[src/inc/pdc_pkg.sv]
// shared constants for the pll divider configuration ends
package pdc_pkg;
  // register offsets
  localparam logic [7:0] ADDR_BANK1     = 8'h0C;
  localparam logic [7:0] ADDR_LOAD_CAP  = 8'h13;
  localparam logic [7:0] ADDR_PUMP_FBHI = 8'h40;
  localparam logic [7:0] ADDR_FB_LOW    = 8'h41;
  localparam logic [7:0] ADDR_ODD_REF   = 8'h42;
  localparam logic [7:0] ADDR_BANK2     = 8'h47;
  // field layout
  localparam int SRC_BIT      = 7;
  localparam int DIVN_MSB     = 6;
  localparam int ODD_BIT      = 7;
  localparam int REFDIV_MSB   = 6;
  localparam int PUMP_MSB     = 4;
  localparam int PUMP_LSB     = 2;
  localparam int FBHI_MSB     = 1;
  localparam int FIXED_LSB    = 5;
  localparam logic [2:0] FIXED_PATTERN = 3'h6;
  // reset values
  localparam logic [6:0] DIVN_RESET   = 7'h08;
  localparam logic [7:0] BYTE_RESET   = 8'h00;
  // arithmetic
  localparam logic [11:0] FB_BASE_OFFSET = 12'h004;
  localparam logic [11:0] REF_DIV_OFFSET = 12'h002;
  localparam logic [11:0] FIXED_DIV2     = 12'h002;
  localparam logic [11:0] FIXED_DIV3     = 12'h003;
  localparam logic [11:0] FIXED_DIV4     = 12'h004;
  // host-side limits
  localparam logic [6:0]  DIVN_MIN     = 7'h04;
  localparam logic [2:0]  PUMP_MAX_OK  = 3'h4;
  localparam logic [11:0] P_STABLE_MIN = 12'h010;
  localparam logic [11:0] P_STABLE_MAX = 12'h3FF;
  localparam logic [11:0] PUMP_EDGE_1  = 12'h02D;
  localparam logic [11:0] PUMP_EDGE_2  = 12'h1E0;
  localparam logic [11:0] PUMP_EDGE_3  = 12'h280;
  localparam logic [11:0] PUMP_EDGE_4  = 12'h320;
  localparam logic [31:0] VCO_MIN_KHZ  = 32'h0001_86A0;
  localparam logic [31:0] VCO_MAX_KHZ  = 32'h0006_1A80;
  // host software port map
  localparam logic [3:0] HOST_TARGET  = 4'h0;
  localparam logic [3:0] HOST_WDATA   = 4'h1;
  localparam logic [3:0] HOST_READ    = 4'h2;
  localparam logic [3:0] HOST_STATUS  = 4'h3;
  localparam logic [3:0] HOST_RDDATA  = 4'h4;
  localparam int ST_REFUSED = 0;
  localparam int ST_PUMP    = 1;
  localparam int ST_PRANGE  = 2;
  localparam int ST_VCO     = 3;
endpackage : pdc_pkg

[src/inc/pdc_if.sv]
// register access link between host controller and divider device
`timescale 1ns/100ps
interface pdc_if;
  logic [7:0] addr;
  logic [7:0] wdata;
  logic       wr;
  logic       rd;
  logic [7:0] rdata;
  modport dev  (input addr, input wdata, input wr, input rd, output rdata);
  modport host (output addr, output wdata, output wr, output rd, input rdata);
endinterface : pdc_if

[src/hw/pdc_device.sv]
// pll divider configuration device: registers, feedback, reference and bank dividers
//
// Implementation choice: the strobed register port.
`timescale 1ns/100ps
// Overview of operation
// - factor is twice base plus four, plus odd
// - base count: 0x40 bits 1..0, 0x41 low
// - 0x40 bits 7..5 fixed at 110
// - odd bit lives in 0x42 bit 7
// - 0x42 bits 6..0 hold reference divider
// - feedback factor spans 8 to 2055
// - host flags vco outside 100 to 400 MHz in status
// - bit 7 picks vco or reference per bank
// - each bank gives /2, /3, /4, /divisor
// - divisor is bits 6..0, host keeps 4..127
// - pump code sits in 0x40 bits 4..2
// - host flags pump code not matching factor range
// - host never writes pump codes 101..111
// - host flags factor outside 16 to 1023 in status
// - reference divided by field plus two
// - 0x13 holds eight bit load cap code
module pdc_device (
  input  wire logic              sys_clk_i,
  input  wire logic              rst_n_i,
  pdc_if.dev                     link,
  input  wire logic              ref_tick_i,
  input  wire logic              vco_tick_i,
  output logic                   ref_div_tick_o,
  output logic                   fb_div_tick_o,
  output logic [1:0][3:0]        bank_tick_o,
  output logic [2:0]             pump_code_o,
  output logic [7:0]             load_cap_code_o,
  output logic [11:0]            feedback_factor_o
);
  localparam int NDIV = 10;

  typedef enum {
    PDC_SEL_NONE, PDC_SEL_BANK1, PDC_SEL_CAP, PDC_SEL_PUMP,
    PDC_SEL_FBLO, PDC_SEL_ODDREF, PDC_SEL_BANK2
  } pdc_sel_e;

  function automatic pdc_sel_e pdc_decode(input logic [7:0] a);
    case (a)
      pdc_pkg::ADDR_BANK1:     pdc_decode = PDC_SEL_BANK1;
      pdc_pkg::ADDR_LOAD_CAP:  pdc_decode = PDC_SEL_CAP;
      pdc_pkg::ADDR_PUMP_FBHI: pdc_decode = PDC_SEL_PUMP;
      pdc_pkg::ADDR_FB_LOW:    pdc_decode = PDC_SEL_FBLO;
      pdc_pkg::ADDR_ODD_REF:   pdc_decode = PDC_SEL_ODDREF;
      pdc_pkg::ADDR_BANK2:     pdc_decode = PDC_SEL_BANK2;
      default:                 pdc_decode = PDC_SEL_NONE;
    endcase
  endfunction : pdc_decode

  // register file
  logic [1:0]       bank_src_reg;
  logic [1:0]       bank_src_next;
  logic [1:0][6:0]  bank_divisor_reg;
  logic [1:0][6:0]  bank_divisor_next;
  logic [7:0]       load_cap_code_reg;
  logic [7:0]       load_cap_code_next;
  logic [2:0]       pump_code_reg;
  logic [2:0]       pump_code_next;
  logic [9:0]       feedback_base_count_reg;
  logic [9:0]       feedback_base_count_next;
  logic             feedback_odd_bit_reg;
  logic             feedback_odd_bit_next;
  logic [6:0]       ref_div_field_reg;
  logic [6:0]       ref_div_field_next;
  logic [7:0]       rdata_reg;
  logic [7:0]       rdata_next;
  logic [11:0]      factor_reg;
  logic [11:0]      factor_next;
  pdc_sel_e         wsel;
  pdc_sel_e         rsel;

  always_comb begin
    wsel                     = pdc_decode(link.addr);
    rsel                     = pdc_decode(link.addr);
    bank_src_next            = bank_src_reg;
    bank_divisor_next        = bank_divisor_reg;
    load_cap_code_next       = load_cap_code_reg;
    pump_code_next           = pump_code_reg;
    feedback_base_count_next = feedback_base_count_reg;
    feedback_odd_bit_next    = feedback_odd_bit_reg;
    ref_div_field_next       = ref_div_field_reg;
    rdata_next               = pdc_pkg::BYTE_RESET;
    if (link.wr) begin
      case (wsel)
        PDC_SEL_BANK1: begin
          bank_src_next[0]     = link.wdata[pdc_pkg::SRC_BIT];
          bank_divisor_next[0] = link.wdata[pdc_pkg::DIVN_MSB:0];
        end
        PDC_SEL_BANK2: begin
          bank_src_next[1]     = link.wdata[pdc_pkg::SRC_BIT];
          bank_divisor_next[1] = link.wdata[pdc_pkg::DIVN_MSB:0];
        end
        PDC_SEL_CAP: load_cap_code_next = link.wdata;
        PDC_SEL_PUMP: begin
          // upper three bits are not stored, so writes cannot change them
          pump_code_next = link.wdata[pdc_pkg::PUMP_MSB:pdc_pkg::PUMP_LSB];
          feedback_base_count_next[9:8] = link.wdata[pdc_pkg::FBHI_MSB:0];
        end
        PDC_SEL_FBLO: feedback_base_count_next[7:0] = link.wdata;
        PDC_SEL_ODDREF: begin
          feedback_odd_bit_next = link.wdata[pdc_pkg::ODD_BIT];
          ref_div_field_next    = link.wdata[pdc_pkg::REFDIV_MSB:0];
        end
        default: ;
      endcase
    end
    if (link.rd) begin
      case (rsel)
        PDC_SEL_BANK1:  rdata_next = {bank_src_reg[0], bank_divisor_reg[0]};
        PDC_SEL_BANK2:  rdata_next = {bank_src_reg[1], bank_divisor_reg[1]};
        PDC_SEL_CAP:    rdata_next = load_cap_code_reg;
        PDC_SEL_PUMP:   rdata_next = {pdc_pkg::FIXED_PATTERN, pump_code_reg,
                                      feedback_base_count_reg[9:8]};
        PDC_SEL_FBLO:   rdata_next = feedback_base_count_reg[7:0];
        PDC_SEL_ODDREF: rdata_next = {feedback_odd_bit_reg, ref_div_field_reg};
        default:        rdata_next = pdc_pkg::BYTE_RESET;
      endcase
    end
    // factor spans 8..2055 by construction of the 12-bit sum
    factor_next = 12'({feedback_base_count_reg, 1'b0}
                      + {pdc_pkg::FB_BASE_OFFSET[10:0], 1'b0})
                  + {11'h000, feedback_odd_bit_reg};
  end

  always_ff @(posedge sys_clk_i) begin
    if (!rst_n_i) begin
      bank_src_reg            <= 2'h0;
      bank_divisor_reg        <= {pdc_pkg::DIVN_RESET, pdc_pkg::DIVN_RESET};
      load_cap_code_reg       <= pdc_pkg::BYTE_RESET;
      pump_code_reg           <= 3'h0;
      feedback_base_count_reg <= 10'h000;
      feedback_odd_bit_reg    <= 1'b0;
      ref_div_field_reg       <= 7'h00;
      rdata_reg               <= pdc_pkg::BYTE_RESET;
      factor_reg              <= 12'h000;
    end else begin
      bank_src_reg            <= bank_src_next;
      bank_divisor_reg        <= bank_divisor_next;
      load_cap_code_reg       <= load_cap_code_next;
      pump_code_reg           <= pump_code_next;
      feedback_base_count_reg <= feedback_base_count_next;
      feedback_odd_bit_reg    <= feedback_odd_bit_next;
      ref_div_field_reg       <= ref_div_field_next;
      rdata_reg               <= rdata_next;
      factor_reg              <= factor_next;
    end
  end

  // dividers: 0 reference, 1 feedback, 2..9 bank b /2,/3,/4,/divisor
  logic [NDIV-1:0]        div_in;
  logic [NDIV-1:0][11:0]  div_load;
  wire logic [NDIV-1:0]   tick_all;

  always_comb begin
    div_in      = '0;
    div_load    = '0;
    div_in[0]   = ref_tick_i;
    div_load[0] = {5'h00, ref_div_field_reg} + pdc_pkg::REF_DIV_OFFSET;
    div_in[1]   = vco_tick_i;
    div_load[1] = factor_next;
    for (int b = 0; b < 2; b++) begin
      for (int k = 0; k < 4; k++) begin
        div_in[2 + 4*b + k] = bank_src_reg[b] ? ref_tick_i : vco_tick_i;
      end
      div_load[2 + 4*b]     = pdc_pkg::FIXED_DIV2;
      div_load[2 + 4*b + 1] = pdc_pkg::FIXED_DIV3;
      div_load[2 + 4*b + 2] = pdc_pkg::FIXED_DIV4;
      div_load[2 + 4*b + 3] = {5'h00, bank_divisor_next[b]};
    end
  end

  genvar gi;
  generate
    for (gi = 0; gi < NDIV; gi++) begin : g_div
      // per-divider state kept local so each variable has a single process
      logic [11:0] cnt_reg;
      logic [11:0] cnt_next;
      logic [11:0] term_reg;
      logic [11:0] term_next;
      logic        tick_reg;
      logic        tick_next;
      // term is only reloaded at wrap, so a mid-period write never cuts a pulse short
      always_comb begin
        cnt_next  = cnt_reg;
        term_next = term_reg;
        tick_next = 1'b0;
        if (div_in[gi]) begin
          if (cnt_reg + 12'h001 >= term_reg) begin
            cnt_next  = 12'h000;
            term_next = div_load[gi];
            tick_next = 1'b1;
          end else begin
            cnt_next = cnt_reg + 12'h001;
          end
        end
      end

      always_ff @(posedge sys_clk_i) begin
        if (!rst_n_i) begin
          cnt_reg  <= 12'h000;
          term_reg <= 12'h000;
          tick_reg <= 1'b0;
        end else begin
          cnt_reg  <= cnt_next;
          term_reg <= term_next;
          tick_reg <= tick_next;
        end
      end

      assign tick_all[gi] = tick_reg;
    end
  endgenerate

  assign link.rdata        = rdata_reg;
  assign ref_div_tick_o    = tick_all[0];
  assign fb_div_tick_o     = tick_all[1];
  assign bank_tick_o[0]    = tick_all[5:2];
  assign bank_tick_o[1]    = tick_all[9:6];
  assign pump_code_o       = pump_code_reg;
  assign load_cap_code_o   = load_cap_code_reg;
  assign feedback_factor_o = factor_reg;
endmodule : pdc_device

[src/flat_wrapper.sv]
// flat-port wrapper written by rule: the top's interface ports become plain ports
module pdc_device_flat 
  (sys_clk_i, rst_n_i, ref_tick_i, vco_tick_i, ref_div_tick_o, fb_div_tick_o, bank_tick_o, pump_code_o, load_cap_code_o, feedback_factor_o, link_addr, link_wdata, link_wr, link_rd, link_rdata);
  pdc_if link_i ();
  input  wire logic sys_clk_i;
  input  wire logic rst_n_i;
  input  wire logic ref_tick_i;
  input  wire logic vco_tick_i;
  output logic ref_div_tick_o;
  output logic fb_div_tick_o;
  output logic [1:0][3:0] bank_tick_o;
  output logic [2:0] pump_code_o;
  output logic [7:0] load_cap_code_o;
  output logic [11:0] feedback_factor_o;
  input wire logic [$bits(link_i.addr)-1:0] link_addr;
  input wire logic [$bits(link_i.wdata)-1:0] link_wdata;
  input wire logic [$bits(link_i.wr)-1:0] link_wr;
  input wire logic [$bits(link_i.rd)-1:0] link_rd;
  output wire logic [$bits(link_i.rdata)-1:0] link_rdata;
  assign link_i.addr = link_addr;
  assign link_i.wdata = link_wdata;
  assign link_i.wr = link_wr;
  assign link_i.rd = link_rd;
  assign link_rdata = link_i.rdata;
  pdc_device u_core (.sys_clk_i(sys_clk_i), .rst_n_i(rst_n_i), .link(link_i), .ref_tick_i(ref_tick_i), .vco_tick_i(vco_tick_i), .ref_div_tick_o(ref_div_tick_o), .fb_div_tick_o(fb_div_tick_o), .bank_tick_o(bank_tick_o), .pump_code_o(pump_code_o), .load_cap_code_o(load_cap_code_o), .feedback_factor_o(feedback_factor_o));
endmodule
[config.mk]
export PLATFORM = sky130hd
export DESIGN_NAME = pdc_device_flat
export DESIGN_NICKNAME = d
export VERILOG_FILES = /design/src/inc/pdc_pkg.sv /design/src/inc/pdc_if.sv /design/src/hw/pdc_device.sv /design/src/flat_wrapper.sv
export SDC_FILE = /design/constraint.sdc
export NUM_CORES = 1
export LEC_CHECK = 0
export BUFFER_PORTS_ARGS = -buffer_cell sky130_fd_sc_hd__buf_2
export CAP_MARGIN = 20
export CELL_PAD_IN_SITES_DETAIL_PLACEMENT = 2
export CELL_PAD_IN_SITES_GLOBAL_PLACEMENT = 2
export CORE_MARGIN = 2
export CORE_UTILIZATION = 38
export CTS_CLUSTER_DIAMETER = 200
export DETAILED_ROUTE_END_ITERATION = 7
export MAX_ROUTING_LAYER = met4
export PLACE_DENSITY = 0.84
export SYNTH_ARGS = -nofsm -noshare
export SYNTH_HDL_FRONTEND = slang
export SYNTH_SLANG_ARGS = --single-unit
[constraint.sdc]
create_clock -name sys_clk_i -period 3.3 [get_ports sys_clk_i]
set_input_delay 0.66 -clock sys_clk_i [delete_from_list [all_inputs] [get_ports sys_clk_i]]
set_output_delay 0.66 -clock sys_clk_i [all_outputs]
set_load 0.02 [all_outputs]
==> impl_metrics.env <==
export IMPL_period_share_pct=95.9
export IMPL_dp_slack_ns=-0.160
export IMPL_drive_above_1_share_pct=14.0
export IMPL_run_status="finished, final reports clean"
export IMPL_worst_pin_slew_ns=1.02
export IMPL_worstPathRequired_ns=3.78
export IMPL_setup_slack_ns=0.134
export IMPL_fillers=3214
export IMPL_p_leak_nw=5.40
export IMPL_syn_inst=1315
export IMPL_start_util_pct=38.9
export IMPL_drt_initial_drc_count=524
export IMPL_hold_viol=0
export IMPL_power_density_nw_per_um2=510
export IMPL_drcViolationCount=0
export IMPL_multi_input_area_um2=6460
export IMPL_cts_hold_buf=0
export IMPL_regArea_um2=4710
export IMPL_diodes=0
export IMPL_design_area_um2=13300
export IMPL_core_um2=29900
export IMPL_hp_class="primary input to flip-flop"
export IMPL_gp_congestion=0.806
export IMPL_placed_area_um2=12300
export IMPL_grt_usage_pct=24.8
export IMPL_htree_levels=1
export IMPL_post_cts_repair_setup_buffers=0
export IMPL_final_cells=1764
export IMPL_power_mw=6.80
export IMPL_wirelength_um=38800
export IMPL_postRouteAntennaNets=0
export IMPL_pwr_share_comb_pct=9.1
export IMPL_endpoint_kind="flip-flop"
export IMPL_clock_power_share_pct=47.8
export IMPL_synthToLayoutAreaGrowth_pct=14.9
export IMPL_synth_distinct_cells=82
export IMPL_skew_ns=0.0201
export IMPL_vias=10400
export IMPL_hpwl_um=24800
export IMPL_async_flop_share_pct=0
export IMPL_grt_pass1_wl_um=62400
export IMPL_synth_seq_area_share_pct=40.5
export IMPL_firstDrtPassIters=5
export IMPL_ys_flop_type="dfxtp_1"
export IMPL_setup_tns_ns=0
export IMPL_cp_start_kind="flip-flop"
export IMPL_p_switching_mw=1.72
export IMPL_cts_clk_slew_worst_paths_ns=0.06
export IMPL_cts_tree="built"
export IMPL_vdd_drop_max_mv=0.321
export IMPL_setup_violations=0
export IMPL_timing_fmax_ghz=0.316
export IMPL_fp_dieW_um=179
export IMPL_portBuffers=62
export IMPL_wl_per_cell_um=22.0
export IMPL_antenna_found_initial=0
export IMPL_overflow=0
export IMPL_rows=63
export IMPL_io_pins=63
export IMPL_clock_latency_ns=0.54
export IMPL_seq_power_share_pct=43.1
export IMPL_via_per_inst=5.89
export IMPL_p_int_mw=5.08
export IMPL_netlist_area_um2=11600
export IMPL_nets=1431
export IMPL_die_h_um=179
export IMPL_ys_warn_count=0
export IMPL_dp_cells=1714
export IMPL_cts_buffers=28
export IMPL_critical_path_max_fanout=6
export IMPL_ys_ff_latch=235
export IMPL_max_cap_violations=0
export IMPL_path_class="flip-flop to flip-flop"
export IMPL_clockBufferDepth=3
export IMPL_swShare_pct=25.3
export IMPL_cp_data_arrival_time_ns=3.64
export IMPL_synth_nets=1391
export IMPL_root_buffer="clkbuf_16"
export IMPL_numClockSinks=235
export IMPL_dieArea_um2=32000
export IMPL_relSlewSlack_pct=30.7
export IMPL_post_route_min_period_ns=3.17
export IMPL_grt_pass1_vias=11300
export IMPL_largest_register_ffs=120
export IMPL_avgSynthCellArea_um2=8.83
export IMPL_drv_slew=0
export IMPL_synth_edf_count=0
export IMPL_grt_max_degree=122
-- per-stage QoR --
step	hold slack (ns)	util, %
4_1_cts	0.429	44.5
3_5_place_dp	0.460	41.2
3_3_place_gp	0.443	41.2
6_report	0.446	44.7
5_1_grt	0.444	44.7
2_1_floorplan	0.429	-
-- layout by cell type, fill, tap and decap left out, drive strengths merged, types with 6 or more instances in the layout --
cell      n
o31ai     8
nor4      9
xnor2    42
a21o      9
nand3    89
mux2i    38
a31o      6
mux2      9
dfxtp   235
xor2     26
nor3b     7
a32o      6
nand4b    7
inv      43
nand2b   22
clkbuf   40
a21oi    79
nand3b    8
a31oi    14
and4      9
nor2     84
ha       54
nand4    26
a211o    10
nor2b     7
o21ai    24
nand2   122
buf      90
and3     81
a211oi   13
o211ai   17
nor3     23
or3      16
and2     14
or4      11
-- worst max-delay path, stage by stage, from the launching register on --
cell and delay (ns):
dfxtp_1 0.47, ha_1 0.30, nand3_1 0.13, or2_2 0.35, xnor2_1 0.14, ha_1 0.31, a21o_1 0.17, a21o_1 0.19
or3_1 0.44, nor2_1 0.38, a41o_1 0.23
-- routing by layer --
| layer | wire length (um) | GRT usage (%) | vias to the layer above |
|---|---|---|---|
| li1 | - | - | 4835 |
| met1 | 16600 | 29.1 | 5245 |
| met2 | 19800 | 44.2 | 214 |
| met3 | 1280 | 3.01 | 99 |
| met4 | 1160 | 7.99 | 0 |
| met5 | 0 | - | - |
-- power groups by stage --
stage	Combinational, mW	Clock, mW	Sequential (mW)
final	0.617	3.25	2.93
after global routing	0.680	3.44	2.94
after CTS	0.606	3.32	2.93
after detailed placement	0.588	0	2.99
after global placement	0.551	0	2.98
after floorplan	0.382	0	2.98
-- worst paths after layout --
| kind | start | endpoint | slack, ns | cells past startpoint |
|---|---|---|---|---|
| worst min register to register | u_core.g_div[2].term_reg[1] | u_core.g_div[2].term_reg[1] | 0.47 | 2 |
| worst max-delay path | u_core.g_div[0].cnt_reg[0] | u_core.g_div[0].cnt_reg[4] | 0.13 | 10 |
| worst min-delay path | link_wdata[7] | u_core.load_cap_code_o[7] | 0.45 | 3 |
| worst max register to register | u_core.g_div[0].cnt_reg[0] | u_core.g_div[0].cnt_reg[4] | 0.13 | 10 |
-- cells in the mapped netlist (4+ instances only) --
cell type,number,share of area [%]
dfxtp_1,235,41
nand2_1,121,3.9
nand3_1,89,3.8
nor2_1,84,2.7
and3_1,81,4.4
a21oi_1,79,3.4
clkbuf_1,61,2.0
ha_1,54,5.8
xnor2_1,42,3.2
inv_1,41,1.3
mux2i_1,38,3.3
nand4_1,26,1.4
xor2_1,26,2.0
nand2b_1,22,1.2
nor3_1,22,0.95
o21ai_0,22,0.95
o211ai_1,16,1.0
or3_1,16,0.86
a31oi_1,14,0.75
and2_1,13,0.70
a211oi_1,12,0.78
a211o_1,10,0.75
or4_1,10,0.65
a21o_1,9,0.58
and4_1,9,0.68
buf_4,9,0.58
mux2_2,9,0.87
nand3b_1,8,0.52
o31ai_1,8,0.52
nand4b_1,7,0.53
nor2b_1,7,0.38
nor4_1,7,0.38
a31o_2,6,0.45
a32o_1,6,0.52
a222oi_1,5,0.43
a22oi_1,5,0.32
a41o_1,5,0.43
o21a_1,5,0.32
or2_2,5,0.27
buf_2,4,0.17
nor3b_1,4,0.26
-- kinds of logic after synthesis --
family                     after synthesis  share of synthesized area [%]
DFF                                    235                           40.5
xor gates and xnor gates                68                           5.13
buffers and inverters                  122                           4.51
adders and majority gates               54                           5.82
and+or+nand+nor                        549                           25.5
muxes                                   47                           4.15
AOI/OAI and AO/OA                      240                           14.4
-- repair_timing --
item	in CTS	in global routing
setup endpoints to repair	20	34
resized for setup	8	13
cloned	0	0
pin swaps	0	2
-- layout make-up --
cell class,count,share of cell area (%)
Clock buffer,40,6.27
Clock inverter,9,0.928
Inverter,42,1.20
Multi-Input combinational cell,958,48.4
Sequential cell,235,35.3
Tap cell,390,3.66
Timing Repair Buffer,90,4.18
Power figures use the tool's default switching activity.
